## src/urdr_defines.svh

```systemverilog
`ifndef URDR_DEFINES_SVH
`define URDR_DEFINES_SVH

// register byte offsets
`define URDR_CTRL_OFS 12'h000
`define URDR_DIV_OFS 12'h004
`define URDR_STAT_OFS 12'h008
`define URDR_DATA_OFS 12'h00c

// control register fields
`define URDR_CTRL_EN_BIT 0
`define URDR_CTRL_NINE_BIT 1
`define URDR_CTRL_RST 2'h0

// oversample divider register
`define URDR_DIV_W 16
`define URDR_DIV_RST 16'h0000

// status register fields
`define URDR_STAT_FULL_BIT 0
`define URDR_STAT_FE_BIT 1
`define URDR_STAT_NF_BIT 2

// oversample slot numbers within one bit time
`define URDR_SLOT_FIRST 5'd1
`define URDR_SLOT_AFTER_EDGE 5'd2
`define URDR_SLOT_V1 5'd3
`define URDR_SLOT_V2 5'd5
`define URDR_SLOT_V3 5'd7
`define URDR_SLOT_D1 5'd8
`define URDR_SLOT_D2 5'd9
`define URDR_SLOT_D3 5'd10
`define URDR_SLOT_LAST 5'd16

// data bits per character
`define URDR_BITS_SHORT 4'd8
`define URDR_BITS_LONG 4'd9

`endif

```

## src/urdr_pkg.sv

```systemverilog
package urdr_pkg;

  typedef enum logic [1:0] {
    URDR_HUNT,
    URDR_START,
    URDR_DATA,
    URDR_STOP
  } urdr_state_e;

  typedef struct packed {
    logic nine_bit;
    logic enable;
  } urdr_ctrl_s;

  typedef struct packed {
    logic noise;
    logic framing;
    logic full;
  } urdr_stat_s;

  typedef struct packed {
    logic done;
    logic fe;
    logic nf;
    logic [8:0] data;
  } urdr_frame_s;

endpackage

```

## src/urdr_rx.sv

```systemverilog
// What this block does
// - sample input at sixteen ticks per bit
// - realign slot counter on every start edge
// - realign on high-to-low data bit change
// - start edge is low after three highs
// - slots 3/5/7 verify start, flag noise
// - failed start check resets counter, resumes hunt
// - data bit is majority of slots 8-10
// - start slots 8-10 only flag noise
// - stop low majority sets framing error
// - rejected glitch never sets noise flag
// - start noise burst keeps slot counter running
// - missing stop or break sets framing error
// - framing error rises with receive-full flag
// - realign on valid falling edges within frame
// - select eight or nine data bits
// - finished frame loads buffer, sets full flag
//
// Decided for this implementation: register access over APB and the placing of the registers.
`timescale 1ns/1ps
`include "urdr_defines.svh"

module urdr_rx #(
  parameter int ADDR_W = 12
)(
  input wire logic pclk,
  input wire logic presetn,
  input wire logic psel,
  input wire logic penable,
  input wire logic pwrite,
  input wire logic [ADDR_W-1:0] paddr,
  input wire logic [31:0] pwdata,
  input wire logic rx_in,
  output logic [31:0] prdata,
  output logic pready,
  output logic pslverr,
  output logic rx_full_flag,
  output logic framing_error_flag,
  output logic noise_flag,
  output logic rx_ninth_bit
);

  urdr_pkg::urdr_ctrl_s ctrl_q;
  urdr_pkg::urdr_stat_s stat_q;
  urdr_pkg::urdr_frame_s frame;
  urdr_pkg::urdr_state_e state_q;
  logic [`URDR_DIV_W-1:0] div_q;
  logic [`URDR_DIV_W-1:0] div_cnt_q;
  logic tick_q;
  logic rx_meta_q;
  logic rx_sync_q;
  logic [2:0] hist_q;
  logic [4:0] slot_q;
  logic [1:0] ver_q;
  logic [1:0] dat_q;
  logic [3:0] bit_q;
  logic [8:0] shift_q;
  logic [8:0] data_q;
  logic pend_nf_q;
  logic cur_hi_q;
  logic prev_hi_q;
  logic [31:0] prdata_q;
  logic pready_q;
  logic pslverr_q;
  logic samp;
  logic vote;
  logic split;
  logic edge_ok;
  logic [1:0] ones;
  logic [3:0] last_bit;
  logic setup;
  logic access;
  logic wr_ctrl;
  logic wr_div;
  logic rd_data;
  logic mapped;

  assign prdata = prdata_q;
  assign pready = pready_q;
  assign pslverr = pslverr_q;
  assign rx_full_flag = stat_q.full;
  assign framing_error_flag = stat_q.framing;
  assign noise_flag = stat_q.noise;
  assign rx_ninth_bit = data_q[8];

  // receive pin crosses into pclk domain
  always_ff @(posedge pclk or negedge presetn)
  begin
    if (!presetn)
    begin
      rx_meta_q <= 1'b1;
      rx_sync_q <= 1'b1;
    end
    else
    begin
      rx_meta_q <= rx_in;
      rx_sync_q <= rx_meta_q;
    end
  end

  // oversample tick every div_q pclk cycles, stopped while div_q is zero
  always_ff @(posedge pclk or negedge presetn)
  begin
    if (!presetn)
    begin
      div_cnt_q <= '0;
      tick_q <= 1'b0;
    end
    else if (div_q == '0)
    begin
      div_cnt_q <= '0;
      tick_q <= 1'b0;
    end
    else if (div_cnt_q >= div_q - 1'b1)
    begin
      div_cnt_q <= '0;
      tick_q <= 1'b1;
    end
    else
    begin
      div_cnt_q <= div_cnt_q + 1'b1;
      tick_q <= 1'b0;
    end
  end

  always_comb
  begin
    samp = rx_sync_q;
    vote = (dat_q[0] & dat_q[1]) | (dat_q[0] & samp) | (dat_q[1] & samp);
    split = !((dat_q[0] == dat_q[1]) && (dat_q[1] == samp));
    ones = 2'(ver_q[0]) + 2'(ver_q[1]) + 2'(samp);
    edge_ok = !samp && (hist_q == 3'b111);
    last_bit = ctrl_q.nine_bit ? `URDR_BITS_LONG : `URDR_BITS_SHORT;
    frame.done = tick_q && (state_q == urdr_pkg::URDR_STOP) && (slot_q == `URDR_SLOT_D3);
    frame.fe = !vote;
    frame.nf = pend_nf_q | split;
    frame.data = ctrl_q.nine_bit ? shift_q : {1'b0, shift_q[8:1]};
  end

  // data recovery sequencer, advances on oversample ticks only
  always_ff @(posedge pclk or negedge presetn)
  begin
    if (!presetn)
    begin
      state_q <= urdr_pkg::URDR_HUNT;
      hist_q <= 3'b000;
      slot_q <= `URDR_SLOT_FIRST;
      ver_q <= 2'b00;
      dat_q <= 2'b00;
      bit_q <= 4'h0;
      shift_q <= 9'h000;
      pend_nf_q <= 1'b0;
      cur_hi_q <= 1'b0;
      prev_hi_q <= 1'b0;
    end
    else if (!ctrl_q.enable)
    begin
      state_q <= urdr_pkg::URDR_HUNT;
      hist_q <= 3'b000;
      slot_q <= `URDR_SLOT_FIRST;
    end
    else if (tick_q)
    begin
      hist_q <= {hist_q[1:0], samp};
      slot_q <= (slot_q == `URDR_SLOT_LAST) ? `URDR_SLOT_FIRST : slot_q + 1'b1;
      if (slot_q == `URDR_SLOT_D1)
        dat_q[0] <= samp;
      if (slot_q == `URDR_SLOT_D2)
        dat_q[1] <= samp;
      unique case (state_q)
        urdr_pkg::URDR_HUNT:
        begin
          slot_q <= `URDR_SLOT_FIRST;
          if (edge_ok)
          begin
            state_q <= urdr_pkg::URDR_START;
            slot_q <= `URDR_SLOT_AFTER_EDGE;
            pend_nf_q <= 1'b0;
          end
        end
        urdr_pkg::URDR_START:
        begin
          if (slot_q == `URDR_SLOT_V1)
            ver_q[0] <= samp;
          if (slot_q == `URDR_SLOT_V2)
            ver_q[1] <= samp;
          if (slot_q == `URDR_SLOT_V3)
          begin
            if (ones > 2'd1)
            begin
              state_q <= urdr_pkg::URDR_HUNT;
              slot_q <= `URDR_SLOT_FIRST;
            end
            else if (ones == 2'd1)
              pend_nf_q <= 1'b1;
          end
          if (slot_q == `URDR_SLOT_D3 && (dat_q != 2'b00 || samp))
            pend_nf_q <= 1'b1;
          if (slot_q == `URDR_SLOT_LAST)
          begin
            state_q <= urdr_pkg::URDR_DATA;
            bit_q <= 4'h0;
            cur_hi_q <= 1'b0;
            prev_hi_q <= 1'b0;
          end
        end
        urdr_pkg::URDR_DATA:
        begin
          if (slot_q == `URDR_SLOT_D3)
          begin
            shift_q <= {vote, shift_q[8:1]};
            cur_hi_q <= vote;
            if (split)
              pend_nf_q <= 1'b1;
          end
          if (slot_q > `URDR_SLOT_D3 && cur_hi_q && edge_ok)
          begin
            slot_q <= `URDR_SLOT_AFTER_EDGE;
            bit_q <= bit_q + 1'b1;
            prev_hi_q <= 1'b1;
            cur_hi_q <= 1'b0;
            if (bit_q + 1'b1 == last_bit)
              state_q <= urdr_pkg::URDR_STOP;
          end
          else if (slot_q < `URDR_SLOT_D1 && prev_hi_q && edge_ok)
            slot_q <= `URDR_SLOT_AFTER_EDGE;
          else if (slot_q == `URDR_SLOT_LAST)
          begin
            bit_q <= bit_q + 1'b1;
            prev_hi_q <= cur_hi_q;
            cur_hi_q <= 1'b0;
            if (bit_q + 1'b1 == last_bit)
              state_q <= urdr_pkg::URDR_STOP;
          end
        end
        urdr_pkg::URDR_STOP:
        begin
          if (slot_q < `URDR_SLOT_D1 && prev_hi_q && edge_ok)
            slot_q <= `URDR_SLOT_AFTER_EDGE;
          if (slot_q == `URDR_SLOT_D3)
          begin
            state_q <= urdr_pkg::URDR_HUNT;
            slot_q <= `URDR_SLOT_FIRST;
          end
        end
      endcase
    end
  end

  // apb decode: one wait-free access phase, pready answers in it
  always_comb
  begin
    setup = psel && !penable;
    access = psel && penable && pready_q;
    mapped = (paddr == `URDR_CTRL_OFS) || (paddr == `URDR_DIV_OFS)
      || (paddr == `URDR_STAT_OFS) || (paddr == `URDR_DATA_OFS);
    wr_ctrl = access && pwrite && (paddr == `URDR_CTRL_OFS);
    wr_div = access && pwrite && (paddr == `URDR_DIV_OFS);
    rd_data = access && !pwrite && (paddr == `URDR_DATA_OFS);
  end

  always_ff @(posedge pclk or negedge presetn)
  begin
    if (!presetn)
    begin
      pready_q <= 1'b0;
      pslverr_q <= 1'b0;
      prdata_q <= 32'h0000_0000;
    end
    else
    begin
      pready_q <= setup;
      pslverr_q <= setup && !mapped;
      if (setup && !pwrite)
      begin
        prdata_q <= 32'h0000_0000;
        if (paddr == `URDR_CTRL_OFS)
          prdata_q[1:0] <= ctrl_q;
        if (paddr == `URDR_DIV_OFS)
          prdata_q[`URDR_DIV_W-1:0] <= div_q;
        if (paddr == `URDR_STAT_OFS)
          prdata_q[2:0] <= stat_q;
        if (paddr == `URDR_DATA_OFS)
          prdata_q[8:0] <= data_q;
      end
    end
  end

  always_ff @(posedge pclk or negedge presetn)
  begin
    if (!presetn)
    begin
      ctrl_q <= `URDR_CTRL_RST;
      div_q <= `URDR_DIV_RST;
    end
    else
    begin
      if (wr_ctrl)
        ctrl_q <= pwdata[1:0];
      if (wr_div)
        div_q <= pwdata[`URDR_DIV_W-1:0];
    end
  end

  // frame result: a new frame wins over a clearing read in the same cycle
  always_ff @(posedge pclk or negedge presetn)
  begin
    if (!presetn)
    begin
      stat_q <= 3'b000;
      data_q <= 9'h000;
    end
    else if (frame.done)
    begin
      data_q <= frame.data;
      stat_q.full <= 1'b1;
      stat_q.framing <= frame.fe;
      stat_q.noise <= frame.nf;
    end
    else if (rd_data)
      stat_q <= 3'b000;
  end

endmodule

```

## config.mk

```make
export PLATFORM = sky130hd
export DESIGN_NAME = urdr_rx
export DESIGN_NICKNAME = d
export VERILOG_FILES = /design/src/urdr_pkg.sv /design/src/urdr_rx.sv
export VERILOG_INCLUDE_DIRS = /design/src /design/src/src
export SDC_FILE = /design/constraint.sdc
export NUM_CORES = 1
export LEC_CHECK = 0
export BUFFER_PORTS_ARGS = -buffer_cell sky130_fd_sc_hd__buf_2
export CAP_MARGIN = 20
export CORE_MARGIN = 2
export CORE_UTILIZATION = 50
export CTS_BUF_LIST = sky130_fd_sc_hd__clkbuf_8
export DETAILED_ROUTE_END_ITERATION = 10
export PLACE_DENSITY = 0.72
export SYNTH_ARGS = -nofsm -noshare
export SYNTH_HDL_FRONTEND = slang
export SYNTH_SLANG_ARGS = --single-unit
```

## constraint.sdc

```tcl
create_clock -name pclk -period 8.1 [get_ports pclk]
set_input_delay 0.405 -clock pclk [delete_from_list [all_inputs] [get_ports pclk]]
set_output_delay 0.405 -clock pclk [all_outputs]
set_load 0.02 [all_outputs]
```

==> flow_metrics.py <==
metrics = {
    "min_path": {
        "hold_start": "rx_in",
        "hold_path_end": "rx_meta_q$_DFF_PN1_",
        "holdCritPathClass": "in2reg",
        "hold-path-cell-count": 1,
    },
    "logic_synthesis": {
        "synth-edff-count": 0,
        "synthCells": 550,
        "netlist_area_sq_mm": 0.00562,
        "syn-mean-instance-area_sq_um": 10.2,
        "synth-seq-cells": 97,
        "synthArstFlopShare_pct": 100,
        "synth.yosys.seq_area_share_pct": 43.3,
        "synthDistinctLibCells": 67,
        "yosys_warnings": 0,
        "synthFlopType": "dfrtp_1",
    },
    "global_routing": {
        "grt_max_degree": 81,
        "overflow": 0,
        "grt_pass1_vias": 4093,
        "grt.total_usage_pct": 21.4,
        "grt_pass1_wl_mm": 20.1,
        "antenna_found_initial": 3,
    },
    "placement": {
        "gp_congestion": 0.926,
        "port_buffers": 55,
        "dp_slack_ns": 4.51,
        "placedCellCount": 725,
        "dpl-instance-area_sq_mm": 0.00593,
        "dp_hpwl_mm": 9.03,
    },
    "floorplan": {
        "io_pins": 88,
        "die_x_um": 110,
        "die_area_sq_mm": 0.0121,
        "rows": 38,
        "die_y_um": 110,
        "core_area_sq_mm": 0.0109,
        "start_util_pct": 51.6,
    },
    "cells_and_area": {
        "stdcell_count": 746,
        "syn_to_final_growth_pct": 10.2,
        "drive_above_1_share_pct": 21.2,
        "finalNetCount": 680,
        "fin_area_sq_mm": 0.00619,
    },
    "pwr": {
        "power_density_mw_per_mm2": 155,
        "peakVddDrop_uv": 118,
        "power_leakage_uw": 0.00279,
    },
    "timing": {
        "worst_hold_slack_ns": 0.127,
        "finalCritPeriodShare_pct": 44.5,
        "slew_viol_final": 0,
        "skew_ns": 0.00985,
        "worst_pin_slew_ns": 1.04,
        "fin_crit_ns": 3.60,
        "setup_viol": 0,
        "hold_violations": 0,
        "max_slew_margin_pct": 30.4,
        "rsz0062_at_grt": "no",
        "fin_setup_tns_ns": 0,
        "max_freq_mhz": 278,
        "setup_slack_ns": 4.50,
    },
    "worst_setup_path": {
        "worstPathMaxFanout": 13,
        "cp-end-kind": "register",
        "critPathLaunch": "div_q[3]$_DFFE_PN0P_",
        "reg2reg_setup_slack_ns": 4.50,
        "worstReg2RegStart": "div_q[3]$_DFFE_PN0P_",
        "cp.arrival_ns": 3.85,
        "worstSetupPathType": "reg2reg",
        "reg2reg_depth": 12,
        "r2r-end": "div_cnt_q[5]$_DFF_PN0_",
        "cp.required_ns": 8.35,
        "start_kind": "register",
    },
    "clocking": {
        "clk_path_buf_depth": 2,
        "h-tree-depth": 3,
        "insertion_delay_ns": 0.37,
        "cts_resized": 0,
        "clkTransAtPathRegs_ns": 0.11,
        "cts_buffers": 9,
        "cts_sinks": 97,
        "root_buffer": "clkbuf_8",
        "cts_tree": "built",
    },
    "detailed_routing": {
        "vias": 4176,
        "vias_per_cell": 5.60,
        "totalWireLength_mm": 12.2,
        "routedWlPerCell_um": 16.3,
        "drc": 0,
        "antenna_left": 0,
        "drtPass1Iterations": 4,
        "drt_iter0_drc": 251,
    },
    "flow_run": {
        "drv_cap": 0,
    },
    "run_status": {
        "outcome": "finished clean",
    },
}
[cells in the final DEF (no fill, tap or decap), types with 3 or more instances in the layout]
master	n
a31oi_1	3
nor4_4	4
xnor2_1	16
or3_1	3
clkbuf_8	9
nor2_1	23
a22oi_1	7
o31ai_1	4
a211oi_1	3
nor4_1	3
nand4_1	9
buf_4	5
nand2b_1	4
nand2_1	66
inv_1	18
ha_1	30
o211ai_1	4
inv_8	3
a21oi_1	6
dfstp_2	3
xor2_1	16
nor2b_1	4
mux2_2	24
mux2_4	6
dfrtp_1	94
and3_1	3
nor3_1	29
o21a_1	4
buf_2	54
mux2i_1	15
nand3_1	24
o21ai_0	40
conb_1	16
[cells by family (layout without fill, tap and decap cells)]
kind of cell / Yosys count / count (layout) / share of synthesized area (%)
AOI/OAI and AO/OA: 89 / 89 / 10.7
xor gates and xnor gates: 32 / 32 / 4.99
adders and majority gates: 31 / 31 / 7.04
buffers and inverters: 58 / 97 / 5.39
DFF: 97 / 97 / 43.3
muxes: 47 / 47 / 9.89
other: 1 / 18 / 0.0668
and+or+nand+nor: 195 / 195 / 18.6
[power breakdown]
part / internal [uW] / total [uW] / leakage, uW / switching (uW)
combinational: 41.5 / 105 / 0.00137 / 63.0
sequential: 495 / 517 / 0.00131 / 21.5
clock: 150 / 337 / 0.000106 / 187
[layer usage]
layer	global-route usage (%)	vias to the layer above	wire length, um
li1	-	2033	-
met1	27.1	2054	5420
met2	35.8	75	6120
met3	6.11	12	538
met4	5.79	2	107
met5	0	-	11
[registers in the layout (all words and copies together) (netlist names), 3 cells and up]
signal     count
div_cnt_q     16
div_q         16
prdata        16
data_q         9
shift_q        9
slot_q         5
bit_q          4
hist_q         3
[per-stage QoR]
step / power (uW) / utilization [%]
4_1_cts: 967 / 56.5
5_1_grt: 1010 / 56.8
3_5_place_dp: 629 / 54.5
3_3_place_gp: 618 / 54.3
6_report: 958 / 56.8
2_1_floorplan: 592 / -
[worst max-delay path by stage]
| stage | to | slack, ns | cells past startpoint |
|---|---|---|---|
| 4_1_cts | div_cnt_q[5]$_DFF_PN0_ | 4.48 | 12 |
| 6_report | div_cnt_q[5]$_DFF_PN0_ | 4.50 | 12 |
| 5_1_grt | div_cnt_q[11]$_DFF_PN0_ | 4.19 | 12 |
| 3_5_place_dp | div_cnt_q[5]$_DFF_PN0_ | 4.51 | 12 |
| 2_1_floorplan | div_cnt_q[10]$_DFF_PN0_ | 4.80 | 12 |
| 3_3_place_gp | tick_q$_DFF_PN0_ | 4.24 | 11 |
[critical path, stage by stage (launching register included)]
cell       delay (ns)
dfrtp_1          0.46
or3_1            0.41
or4_1            0.49
nor4_4           0.30
nand2_1          0.11
xor2_1           0.16
ha_1             0.30
nand2_1          0.07
nor3_1           0.31
o2111ai_1        0.18
o22ai_1          0.35
buf_4            0.27
nor3_1           0.07
[Yosys cell counts, drive strengths merged (3+ instances only)]
library cell | instances | area share [%]
mux2i | 15 | 2.7
a31oi | 3 | 0.33
a22oi | 7 | 0.94
nand2 | 67 | 4.5
a21oi | 6 | 0.53
o21a | 4 | 0.53
o21ai | 40 | 3.6
o211ai | 4 | 0.53
dfrtp | 94 | 42
and3 | 3 | 0.33
xnor2 | 16 | 2.5
buf | 24 | 3.1
mux2 | 30 | 6.4
nand3 | 24 | 2.1
ha | 30 | 6.7
nor2b | 4 | 0.45
nor2 | 23 | 1.5
nand2b | 4 | 0.45
or3 | 3 | 0.33
and2 | 3 | 0.33
nor4 | 7 | 1.8
clkbuf | 16 | 1.1
a211oi | 3 | 0.40
dfstp | 3 | 1.4
inv | 18 | 1.2
xor2 | 16 | 2.5
nand4 | 9 | 1.0
o31ai | 4 | 0.53
nor3 | 30 | 2.9
[layout make-up]
class                           instances  area [sq um]
Inverter                               18          67.6
Fill cell                             953          4700
Sequential cell                        97          2430
Tap cell                              140           175
Multi-Input combinational cell        410          2940
Clock inverter                          7          85.1
Antenna cell                            2          5.00
Timing Repair Buffer                   63           362
Clock buffer                            9           124
[what timing repair did]
item                                    CTS  global route
hold buffers                              1             0
setup buffers                             0             0
endpoints found under the setup margin    0             0
hold endpoints to repair                 15             0
Note: power is estimated with default switching activity, not from simulation.
